--- src/pin_config_defs.svh ---
`ifndef PIN_CONFIG_DEFS_SVH
`define PIN_CONFIG_DEFS_SVH

// Register indices; byte address is four times the index
`define P1_CFG_IDX 8'hE7
`define P2H_CFG_IDX 8'hE8
`define CFG_ADR_W 12

// Reset values and implemented bits
`define P1_CFG_RESET 8'h00
`define P2H_CFG_RESET 8'h00
`define P1_CFG_MASK 8'h3F

// Field positions: pin n of a register occupies bits 2n+1..2n
`define FIELD_W 2
`define P1_PINS 3
`define P2H_PINS 4
`define P2H_FIRST_PIN 4

// Mode codes
`define CODE_SCHMITT 2'h0
`define CODE_PULLUP_OR_CMP 2'h1
`define CODE_PUSH_PULL 2'h2
`define CODE_ALT 2'h3

`endif

--- src/pin_config_pkg.sv ---
`include "pin_config_defs.svh"

package pin_config_pkg;

   // Kinds of pin: 01 means pull-up, or 01 means a comparator input
   typedef enum logic {
      KIND_PULL_ALT,
      KIND_CMP_ALT
   } pin_kind_e;

   typedef struct packed {
      logic oe;
      logic pull_up;
      logic alt01;
      logic alt11;
      logic din_en;
   } pin_mode_s;

   typedef struct packed {
      logic drive;
      logic oe;
      logic pull_up;
      logic alt01;
      logic alt11;
      logic din;
   } pin_ctrl_s;

   typedef struct packed {
      logic cyc;
      logic stb;
      logic we;
      logic [3:0] sel;
      logic [`CFG_ADR_W-1:0] adr;
      logic [31:0] dat;
   } wb_req_s;

   typedef struct packed {
      logic ack;
      logic [31:0] dat;
   } wb_rsp_s;

   function automatic pin_mode_s decode_mode(input pin_kind_e kind, input logic [1:0] code);
      pin_mode_s m;
      m = '0;
      m.oe = (code == `CODE_PUSH_PULL);
      m.alt11 = (code == `CODE_ALT);
      if (kind == KIND_PULL_ALT) begin
         m.pull_up = (code == `CODE_PULLUP_OR_CMP);
         m.din_en = (code == `CODE_SCHMITT) || (code == `CODE_PULLUP_OR_CMP);
      end else begin
         m.alt01 = (code == `CODE_PULLUP_OR_CMP);
         m.din_en = (code == `CODE_SCHMITT);
      end
      return m;
   endfunction

endpackage

--- src/pin_cell.sv ---
`timescale 1ns/1ps

module pin_cell #(
   parameter pin_config_pkg::pin_kind_e KIND = pin_config_pkg::KIND_PULL_ALT
) (
   input wire logic clk,
   input wire logic arst_n,
   input wire logic [1:0] code,
   input wire logic pin_in,
   input wire logic out_data,
   output pin_config_pkg::pin_ctrl_s ctrl
);
   import pin_config_pkg::*;

   logic sync1_r;
   logic sync1_nxt;
   logic sync2_r;
   logic sync2_nxt;
   pin_ctrl_s ctrl_r;
   pin_ctrl_s ctrl_nxt;
   pin_mode_s mode;

   always_comb begin
      sync1_nxt = pin_in;
      sync2_nxt = sync1_r;
      mode = decode_mode(KIND, code);
      ctrl_nxt.oe = mode.oe;
      // Driver only with the push-pull code
      ctrl_nxt.drive = mode.oe & out_data;
      ctrl_nxt.pull_up = mode.pull_up;
      ctrl_nxt.alt01 = mode.alt01;
      ctrl_nxt.alt11 = mode.alt11;
      // Digital value only with the Schmitt code, or with code 01 on a pull-up kind of pin
      ctrl_nxt.din = sync2_r & mode.din_en;
   end

   always_ff @(posedge clk or negedge arst_n) begin
      if (!arst_n) begin
         sync1_r <= 1'b0;
         sync2_r <= 1'b0;
         ctrl_r <= '0;
      end else begin
         sync1_r <= sync1_nxt;
         sync2_r <= sync2_nxt;
         ctrl_r <= ctrl_nxt;
      end
   end

   assign ctrl = ctrl_r;

endmodule

--- src/port_pin_function_select.sv ---
`timescale 1ns/1ps
`include "pin_config_defs.svh"

module port_pin_function_select (
   input wire logic clk,
   input wire logic arst_n,
   input pin_config_pkg::wb_req_s wb_req,
   output pin_config_pkg::wb_rsp_s wb_rsp,
   input wire logic [2:0] p1_pin_in,
   input wire logic [2:0] p1_out_data,
   input wire logic [3:0] p2h_pin_in,
   input wire logic [3:0] p2h_out_data,
   output pin_config_pkg::pin_ctrl_s [2:0] p1_ctrl,
   output pin_config_pkg::pin_ctrl_s [3:0] p2h_ctrl,
   output logic timer_a_clock_in,
   output logic timer_a_capture_in,
   output logic comparator0_positive_in,
   output logic comparator0_negative_in,
   output logic comparator1_negative_in,
   output logic comparator2_negative_in,
   output logic comparator3_negative_in,
   output logic analog_channel_4,
   output logic analog_channel_5,
   output logic analog_channel_6,
   output logic analog_channel_7
);
   import pin_config_pkg::*;

   logic [7:0] port1_pin_config_r;
   logic [7:0] port1_pin_config_nxt;
   logic [7:0] port2_high_pin_config_r;
   logic [7:0] port2_high_pin_config_nxt;
   logic ack_r;
   logic ack_nxt;
   logic [31:0] rdat_r;
   logic [31:0] rdat_nxt;
   logic access;
   logic hit_p1;
   logic hit_p2h;

   function automatic logic reg_hit(input logic [`CFG_ADR_W-1:0] adr, input logic [7:0] idx);
      return adr[`CFG_ADR_W-1:2] == {2'b00, idx};
   endfunction

   // Answer one cycle after the request; ack drops in the following cycle
   always_comb begin
      access = wb_req.cyc & wb_req.stb & ~ack_r;
      hit_p1 = reg_hit(wb_req.adr, `P1_CFG_IDX);
      hit_p2h = reg_hit(wb_req.adr, `P2H_CFG_IDX);
      ack_nxt = access;
      port1_pin_config_nxt = port1_pin_config_r;
      port2_high_pin_config_nxt = port2_high_pin_config_r;
      rdat_nxt = rdat_r;
      if (access) begin
         rdat_nxt = 32'h0000_0000;
         if (wb_req.we && wb_req.sel[0]) begin
            if (hit_p1) begin
               // Unused bits are not stored and read as zero
               port1_pin_config_nxt = wb_req.dat[7:0] & `P1_CFG_MASK;
            end
            if (hit_p2h) begin
               port2_high_pin_config_nxt = wb_req.dat[7:0];
            end
         end else if (!wb_req.we) begin
            if (hit_p1) begin
               rdat_nxt = {24'h00_0000, port1_pin_config_r};
            end else if (hit_p2h) begin
               rdat_nxt = {24'h00_0000, port2_high_pin_config_r};
            end
         end
      end
   end

   always_ff @(posedge clk or negedge arst_n) begin
      if (!arst_n) begin
         port1_pin_config_r <= `P1_CFG_RESET;
         port2_high_pin_config_r <= `P2H_CFG_RESET;
         ack_r <= 1'b0;
         rdat_r <= 32'h0000_0000;
      end else begin
         port1_pin_config_r <= port1_pin_config_nxt;
         port2_high_pin_config_r <= port2_high_pin_config_nxt;
         ack_r <= ack_nxt;
         rdat_r <= rdat_nxt;
      end
   end

   assign wb_rsp.ack = ack_r;
   assign wb_rsp.dat = rdat_r;

   // Port 1 pins all use the pull-up flavour of code 01
   for (genvar i = 0; i < `P1_PINS; i++) begin : g_p1
      pin_cell #(
         .KIND(KIND_PULL_ALT)
      ) u_cell (
         .clk(clk),
         .arst_n(arst_n),
         .code(port1_pin_config_r[`FIELD_W*i +: `FIELD_W]),
         .pin_in(p1_pin_in[i]),
         .out_data(p1_out_data[i]),
         .ctrl(p1_ctrl[i])
      );
   end

   // Pins 4 and 5 use code 01 as a comparator input, pins 6 and 7 as pull-up
   for (genvar i = 0; i < `P2H_PINS; i++) begin : g_p2h
      pin_cell #(
         .KIND(i < 2 ? KIND_CMP_ALT : KIND_PULL_ALT)
      ) u_cell (
         .clk(clk),
         .arst_n(arst_n),
         .code(port2_high_pin_config_r[`FIELD_W*i +: `FIELD_W]),
         .pin_in(p2h_pin_in[i]),
         .out_data(p2h_out_data[i]),
         .ctrl(p2h_ctrl[i])
      );
   end

   // Timer sees the pin only in the two Schmitt input modes
   assign timer_a_clock_in = p1_ctrl[0].din;
   assign timer_a_capture_in = p1_ctrl[1].din;
   assign comparator0_positive_in = p1_ctrl[0].alt11;
   assign comparator0_negative_in = p1_ctrl[1].alt11;
   assign comparator1_negative_in = p1_ctrl[2].alt11;
   assign comparator2_negative_in = p2h_ctrl[0].alt01;
   assign comparator3_negative_in = p2h_ctrl[1].alt01;
   assign analog_channel_4 = p2h_ctrl[0].alt11;
   assign analog_channel_5 = p2h_ctrl[1].alt11;
   assign analog_channel_6 = p2h_ctrl[2].alt11;
   assign analog_channel_7 = p2h_ctrl[3].alt11;

endmodule

--- config.mk ---
export PLATFORM = sky130hd
export DESIGN_NAME = port_pin_function_select
export DESIGN_NICKNAME = d
export VERILOG_FILES = /design/src/pin_config_pkg.sv /design/src/pin_cell.sv /design/src/port_pin_function_select.sv
export VERILOG_INCLUDE_DIRS = /design/src /design/src/src
export SDC_FILE = /design/constraint.sdc
export NUM_CORES = 1
export LEC_CHECK = 0
export BUFFER_PORTS_ARGS = -buffer_cell sky130_fd_sc_hd__buf_2
export CAP_MARGIN = 20
export CORE_MARGIN = 2
export CORE_UTILIZATION = 40
export DETAILED_ROUTE_END_ITERATION = 12
export PLACE_DENSITY = 0.85
export SLEW_MARGIN = 20
export SYNTH_ARGS = -nofsm -noshare
export SYNTH_HDL_FRONTEND = slang
export SYNTH_SLANG_ARGS = --single-unit
--- constraint.sdc ---
create_clock -name clk -period 1.6 [get_ports clk]
set_clock_uncertainty 0.2 [all_clocks]
set_input_delay 0.32 -clock clk [delete_from_list [all_inputs] [get_ports clk]]
set_output_delay 0.32 -clock clk [all_outputs]
set_load 0.05 [all_outputs]
======== After elaboration in Yosys (flattened, before gate mapping) ========
Index checks and enable logic that the tools add are counted.
storage, ports and cells
  logic and storage cells ................. 112
  bits in registers ....................... 96
  input bits .............................. 67
operators by class
  reduce and logical (&&, ||, !) cells .... 15
  bitwise logic cells ..................... 17
  muxes and demuxes ....................... 4
  eq/ne operators ......................... 23
operator list
  kind                                             count
  two-way mux 8 bit                                4
  == test 2 bit (second input constant)            14
  == test 10 x 8 -> 1 bit (second input constant)  2
  bitwise AND 1 bit                                16
  == test 2 x 1 -> 1 bit (second input constant)   7
  zero test 2 bit                                  7
  AND reduction 3 bit                              2
  logical OR 1 bit                                 5
  logical AND 1 bit                                1
  inverter 1 bit                                   1

======== Longest topological paths before layout ========
  word-level depth ........................ 5
  mapped depth ............................ 4

======== Cells and area by module ========
Synthesis repeated with hierarchy kept, for this count alone.
second synthesis, totals
  cells, all modules ...................... 211
  area total of the unflattened synthesis .. 2834.0 sq um
modules (own cells, without submodules)
  module                           seq. area each (sq um)  area an instance (sq um)  instances  cells each
  port_pin_function_select         575.6                   1261.2                    1          113
  pin_cell at g_p1[0].u_cell ...   175.2                   224.0                     5          14
  pin_cell at g_p2h[0].u_cell ...  175.2                   226.5                     2          14

======== Least setup slack after synthesis ========
No wires, ideal clock.
  kind .................................... flip-flop to flip-flop
  start point ............................. register ack_r
  end point ............................... register port1_pin_config_r[0]
  arrival time ............................ 1.306 ns
  slack ................................... -0.031 ns
  cell stages (with the launch flop) ...... 5
  data required time ...................... 1.275 ns
  setup time .............................. 0.125 ns
  clock period less this slack ............ 1.631 ns
  cells stage by stage .................... dfrtp_1 > nand3b_2 > inv_1 > nand4_2 > mux2_2
on the way
  cells in the longest elaborated chain, start to end .. 3
ends and longest elaborated chain
  item                                  RTL line                        source
  start, declared                       port_pin_function_select.sv:33  logic ack_r;
  start signal, assigned                port_pin_function_select.sv:83  ack_r <= ack_nxt;
  inverter 1 bit                        port_pin_function_select.sv:47  access = wb_req.cyc & wb_req.stb & ~ack_r;
  bitwise AND 1 bit                     port_pin_function_select.sv:47
  net access                            port_pin_function_select.sv:37  logic access;
  AND reduction 3 bit (no source line)  --
  end signal, assigned                  port_pin_function_select.sv:76  port1_pin_config_r <= `P1_CFG_RESET;
  end signal, assigned                  port_pin_function_select.sv:81  port1_pin_config_r <= port1_pin_config_nxt;
  end, declared                         port_pin_function_select.sv:29  logic [7:0] port1_pin_config_r;
The timed path passes the listed nets, and every way through them passes these cells.
A chain may end at the register's enable or synchronous reset.

======== Worst setup path after layout ========
  start point ............................. register ack_r
  end point ............................... register port2_high_pin_config_r[6]
on the way
  cells in the longest elaborated chain, start to end .. 3
ends and longest elaborated chain
  item                                  RTL line                        source
  inverter 1 bit                        port_pin_function_select.sv:47
  bitwise AND 1 bit                     port_pin_function_select.sv:47
  net access                            port_pin_function_select.sv:37
  AND reduction 3 bit (no source line)  --
  end signal, assigned                  port_pin_function_select.sv:77  port2_high_pin_config_r <= `P2H_CFG_RESET;
  end signal, assigned                  port_pin_function_select.sv:82  port2_high_pin_config_r <= port2_high_pin_config_nxt;
  end, declared                         port_pin_function_select.sv:31  logic [7:0] port2_high_pin_config_r;
The timed path passes the listed nets, and every way through them passes these cells.

==> qor.yml <==
status: "finished, final reports clean"
fin_nets: 384
period_needed_ns: 1.50
grt_overflow_total: 0
cp_top_family: "flip-flops"
power-per-cell-area_mw_per_mm2: 1070
path_max_fanout: 8
numPortBuffers: 92
drc: 0
crit_arrival_ns: 1.54
wl_per_cell_microns: 13.1
r2r_start: "ack_r"
ys_ff_latch: 72
synth_area_sq_mm: 0.00276
antenna_found_initial: 0
clkTransAtPathRegs_ns: 0.07
design.die.area_sq_mm: 0.00757
drive_above_1_share_pct: 42.9
wl_microns: 5280
synth_mux_area_share_pct: 5.72
root_buffer: "clkbuf_8"
worst_r2r_endpoint: "port2_high_pin_config_r[6]"
rows: 30
start_util_pct: 41.0
min_path_type: "input pin to register"
rrSetupSlack_ns: 0.1
final-hold-violation-count: 0
worst-r2r-cell-count: 4
p_total_mw: 3.86
grt_pass1_vias: 1705
ant_nets: 0
cts_tree: "yes"
crit_slowest_cell: "dfrtp_1"
max_freq_ghz: 0.666
hold_slack_ns: 0.0185
first_iter_violations: 27
die_h_microns: 87.0
cts.sinks: 72
post_synth_num_cell_types: 20
yosysWarningCount: 0
grt_max_degree: 39
start_kind: "register"
tns_ns: 0
syn2layout_area_growth_pct: 31.2
min_to: "port1_pin_config_r[4]"
clk_latency_ns: 0.35
synthCells: 201
synth-simple-area-share_pct: 13.6
avgSynthCellArea_sq_um: 13.7
synth_top_family_by_area: "simple AND/OR/NAND/NOR gates"
drv_cap: 0
die_w_microns: 87.0
routabilityCongestion: 0.718
synth-compound-area-share_pct: 3.09
met3_length_microns: 342
yosysSeqAreaShare_pct: 65.4
crit_type: "register to register"
cts_buffer_depth: 2
vias: 1748
slowest_delay_ns: 0.39
dr.pass1.iters: 4
cp_data_required_time_ns: 1.64
synthAdderAreaFrac_pct: 0
worstPathCellList: "nand3b_4 -> inv_4 -> nand4_4 -> mux2_4"
grt_setup_unrepaired: "no"
wl_met2_microns: 2820
fillers: 562
holdPathStages: 2
diodes: 0
hp-start: "wb_req[4]"
placed_area_sq_mm: 0.00318
cp_num_buf_inv: 1
grt_usage_pct: 14.3
grt_first_pass_wirelength_microns: 7940
m1WireLength_microns: 1940
coreArea_sq_mm: 0.00672
finalSetupViolCount: 0
p_leak_nw: 2.03
worstSetupEndpointType: "register"
design_area_sq_mm: 0.00361
post-place-cells: 368
htreeDepth: 3
drv_slew: 0
period_share_pct: 93.8
avgViaCountPerCell: 4.35
design.portCount: 153
max-vdd-ir-drop_uv: 347
cts_buffers: 9
final_cells: 402
synth-xor-area-share_pct: 0
place_hpwl_microns: 3720
top_layer: "met4"
## stage by stage
step | setup WS [ns] | util [%]
2_1_floorplan | -0.00655 | -
3_3_place_gp | -0.159 | 47.4
3_5_place_dp | -0.195 | 47.4
4_1_cts | 0.00906 | 53.5
5_1_grt | 0.0389 | 53.8
6_report | 0.0985 | 53.8
## cell usage after synthesis, drive strengths merged
| library cell | number | area [sq um] |
|---|---|---|
| and2 | 14 | 87.6 |
| mux2 | 14 | 158 |
| nor4b | 1 | 23.8 |
| nand3b | 1 | 11.3 |
| nand3 | 2 | 10.0 |
| conb | 1 | 3.75 |
| nor3b | 2 | 15.0 |
| and4b | 2 | 20.0 |
| nor2b | 19 | 119 |
| dfrtp | 72 | 1800 |
| and4bb | 1 | 12.5 |
| nand2 | 10 | 37.5 |
| buf | 44 | 328 |
| inv | 1 | 3.75 |
| a22oi | 6 | 45.0 |
| nand4 | 2 | 33.8 |
| nor3 | 1 | 5.00 |
| o21ai | 8 | 40.0 |
## worst max path at each step
stage               start                         end  slack, ns  cells after the start
3_3_place_gp   wb_req[38]       port1_pin_config_r[2]      -0.16                      4
5_1_grt             ack_r  port2_high_pin_config_r[6]       0.04                      4
4_1_cts             ack_r  port2_high_pin_config_r[4]      0.009                      4
6_report            ack_r  port2_high_pin_config_r[6]        0.1                      4
3_5_place_dp   wb_req[38]       port1_pin_config_r[3]      -0.20                      4
2_1_floorplan  wb_req[35]  port2_high_pin_config_r[0]     -0.007                      3
## cells by family after synthesis
| group | count (synthesis) |
|---|---|
| flops | 72 |
| simple gates | 55 |
| buf+inv | 45 |
| compound gates | 14 |
| mux | 14 |
| other cells | 1 |
## where the power goes
group	internal (mW)	switching, mW
logic	0.100	0.294
clock network	0.959	0.654
registers	1.85	0.00880
## state kept, by name, summed over array words and instances (netlist names), 3 cells and up
| signal | count |
|---|---|
| g_p1.u_cell.ctrl | 15 |
| g_p1.u_cell.sync1_r | 3 |
| g_p1.u_cell.sync2_r | 3 |
| g_p2h.u_cell.ctrl | 20 |
| g_p2h.u_cell.sync1_r | 4 |
| g_p2h.u_cell.sync2_r | 4 |
| port1_pin_config_r | 6 |
| port2_high_pin_config_r | 8 |
| rdat_r | 8 |
## placed cells by master, fill, tap and decap left out
cell,count
clkinv_4,1
mux2_4,1
conb_1,31
nand3b_4,1
nand2_1,10
dlygate4sd3_1,17
dfrtp_1,72
nor3_1,1
mux2_2,13
buf_12,1
nand3_1,2
inv_4,1
clkinv_2,2
nand4_4,2
nor3b_1,2
and2_1,14
and4b_1,2
bufinv_16,2
nor2b_1,19
buf_2,91
nor4b_4,1
and4bb_2,1
clkbuf_8,11
buf_4,10
o21ai_0,8
a22oi_1,6
## layout make-up
class | instances | area, sq um | share of cell area, %
Sequential cell | 72 | 1800 | 49.8
Multi-Input combinational cell | 114 | 756 | 20.9
Timing Repair Buffer | 119 | 721 | 19.9
Clock buffer | 11 | 151 | 4.19
Tap cell | 80 | 100 | 2.77
Clock inverter | 5 | 78.8 | 2.18
Inverter | 1 | 6.26 | 0.173
## layer usage
| metal | GRT usage, % | vias to the layer above |
|---|---|---|
| met4 | 9.52 | 0 |
| met3 | 3.70 | 16 |
| met2 | 24.8 | 68 |
| met5 | 0 | - |
| li1 | - | 821 |
| met1 | 15.2 | 843 |
## what timing repair did
action | in CTS | in global routing
setup buffers | 0 | 1
endpoints found under the setup margin | 6 | 12
endpoints found under the hold margin | 88 | 0
gates resized for setup | 2 | 2
hold buffers | 17 | 0
Power figures use the tool's default switching activity.
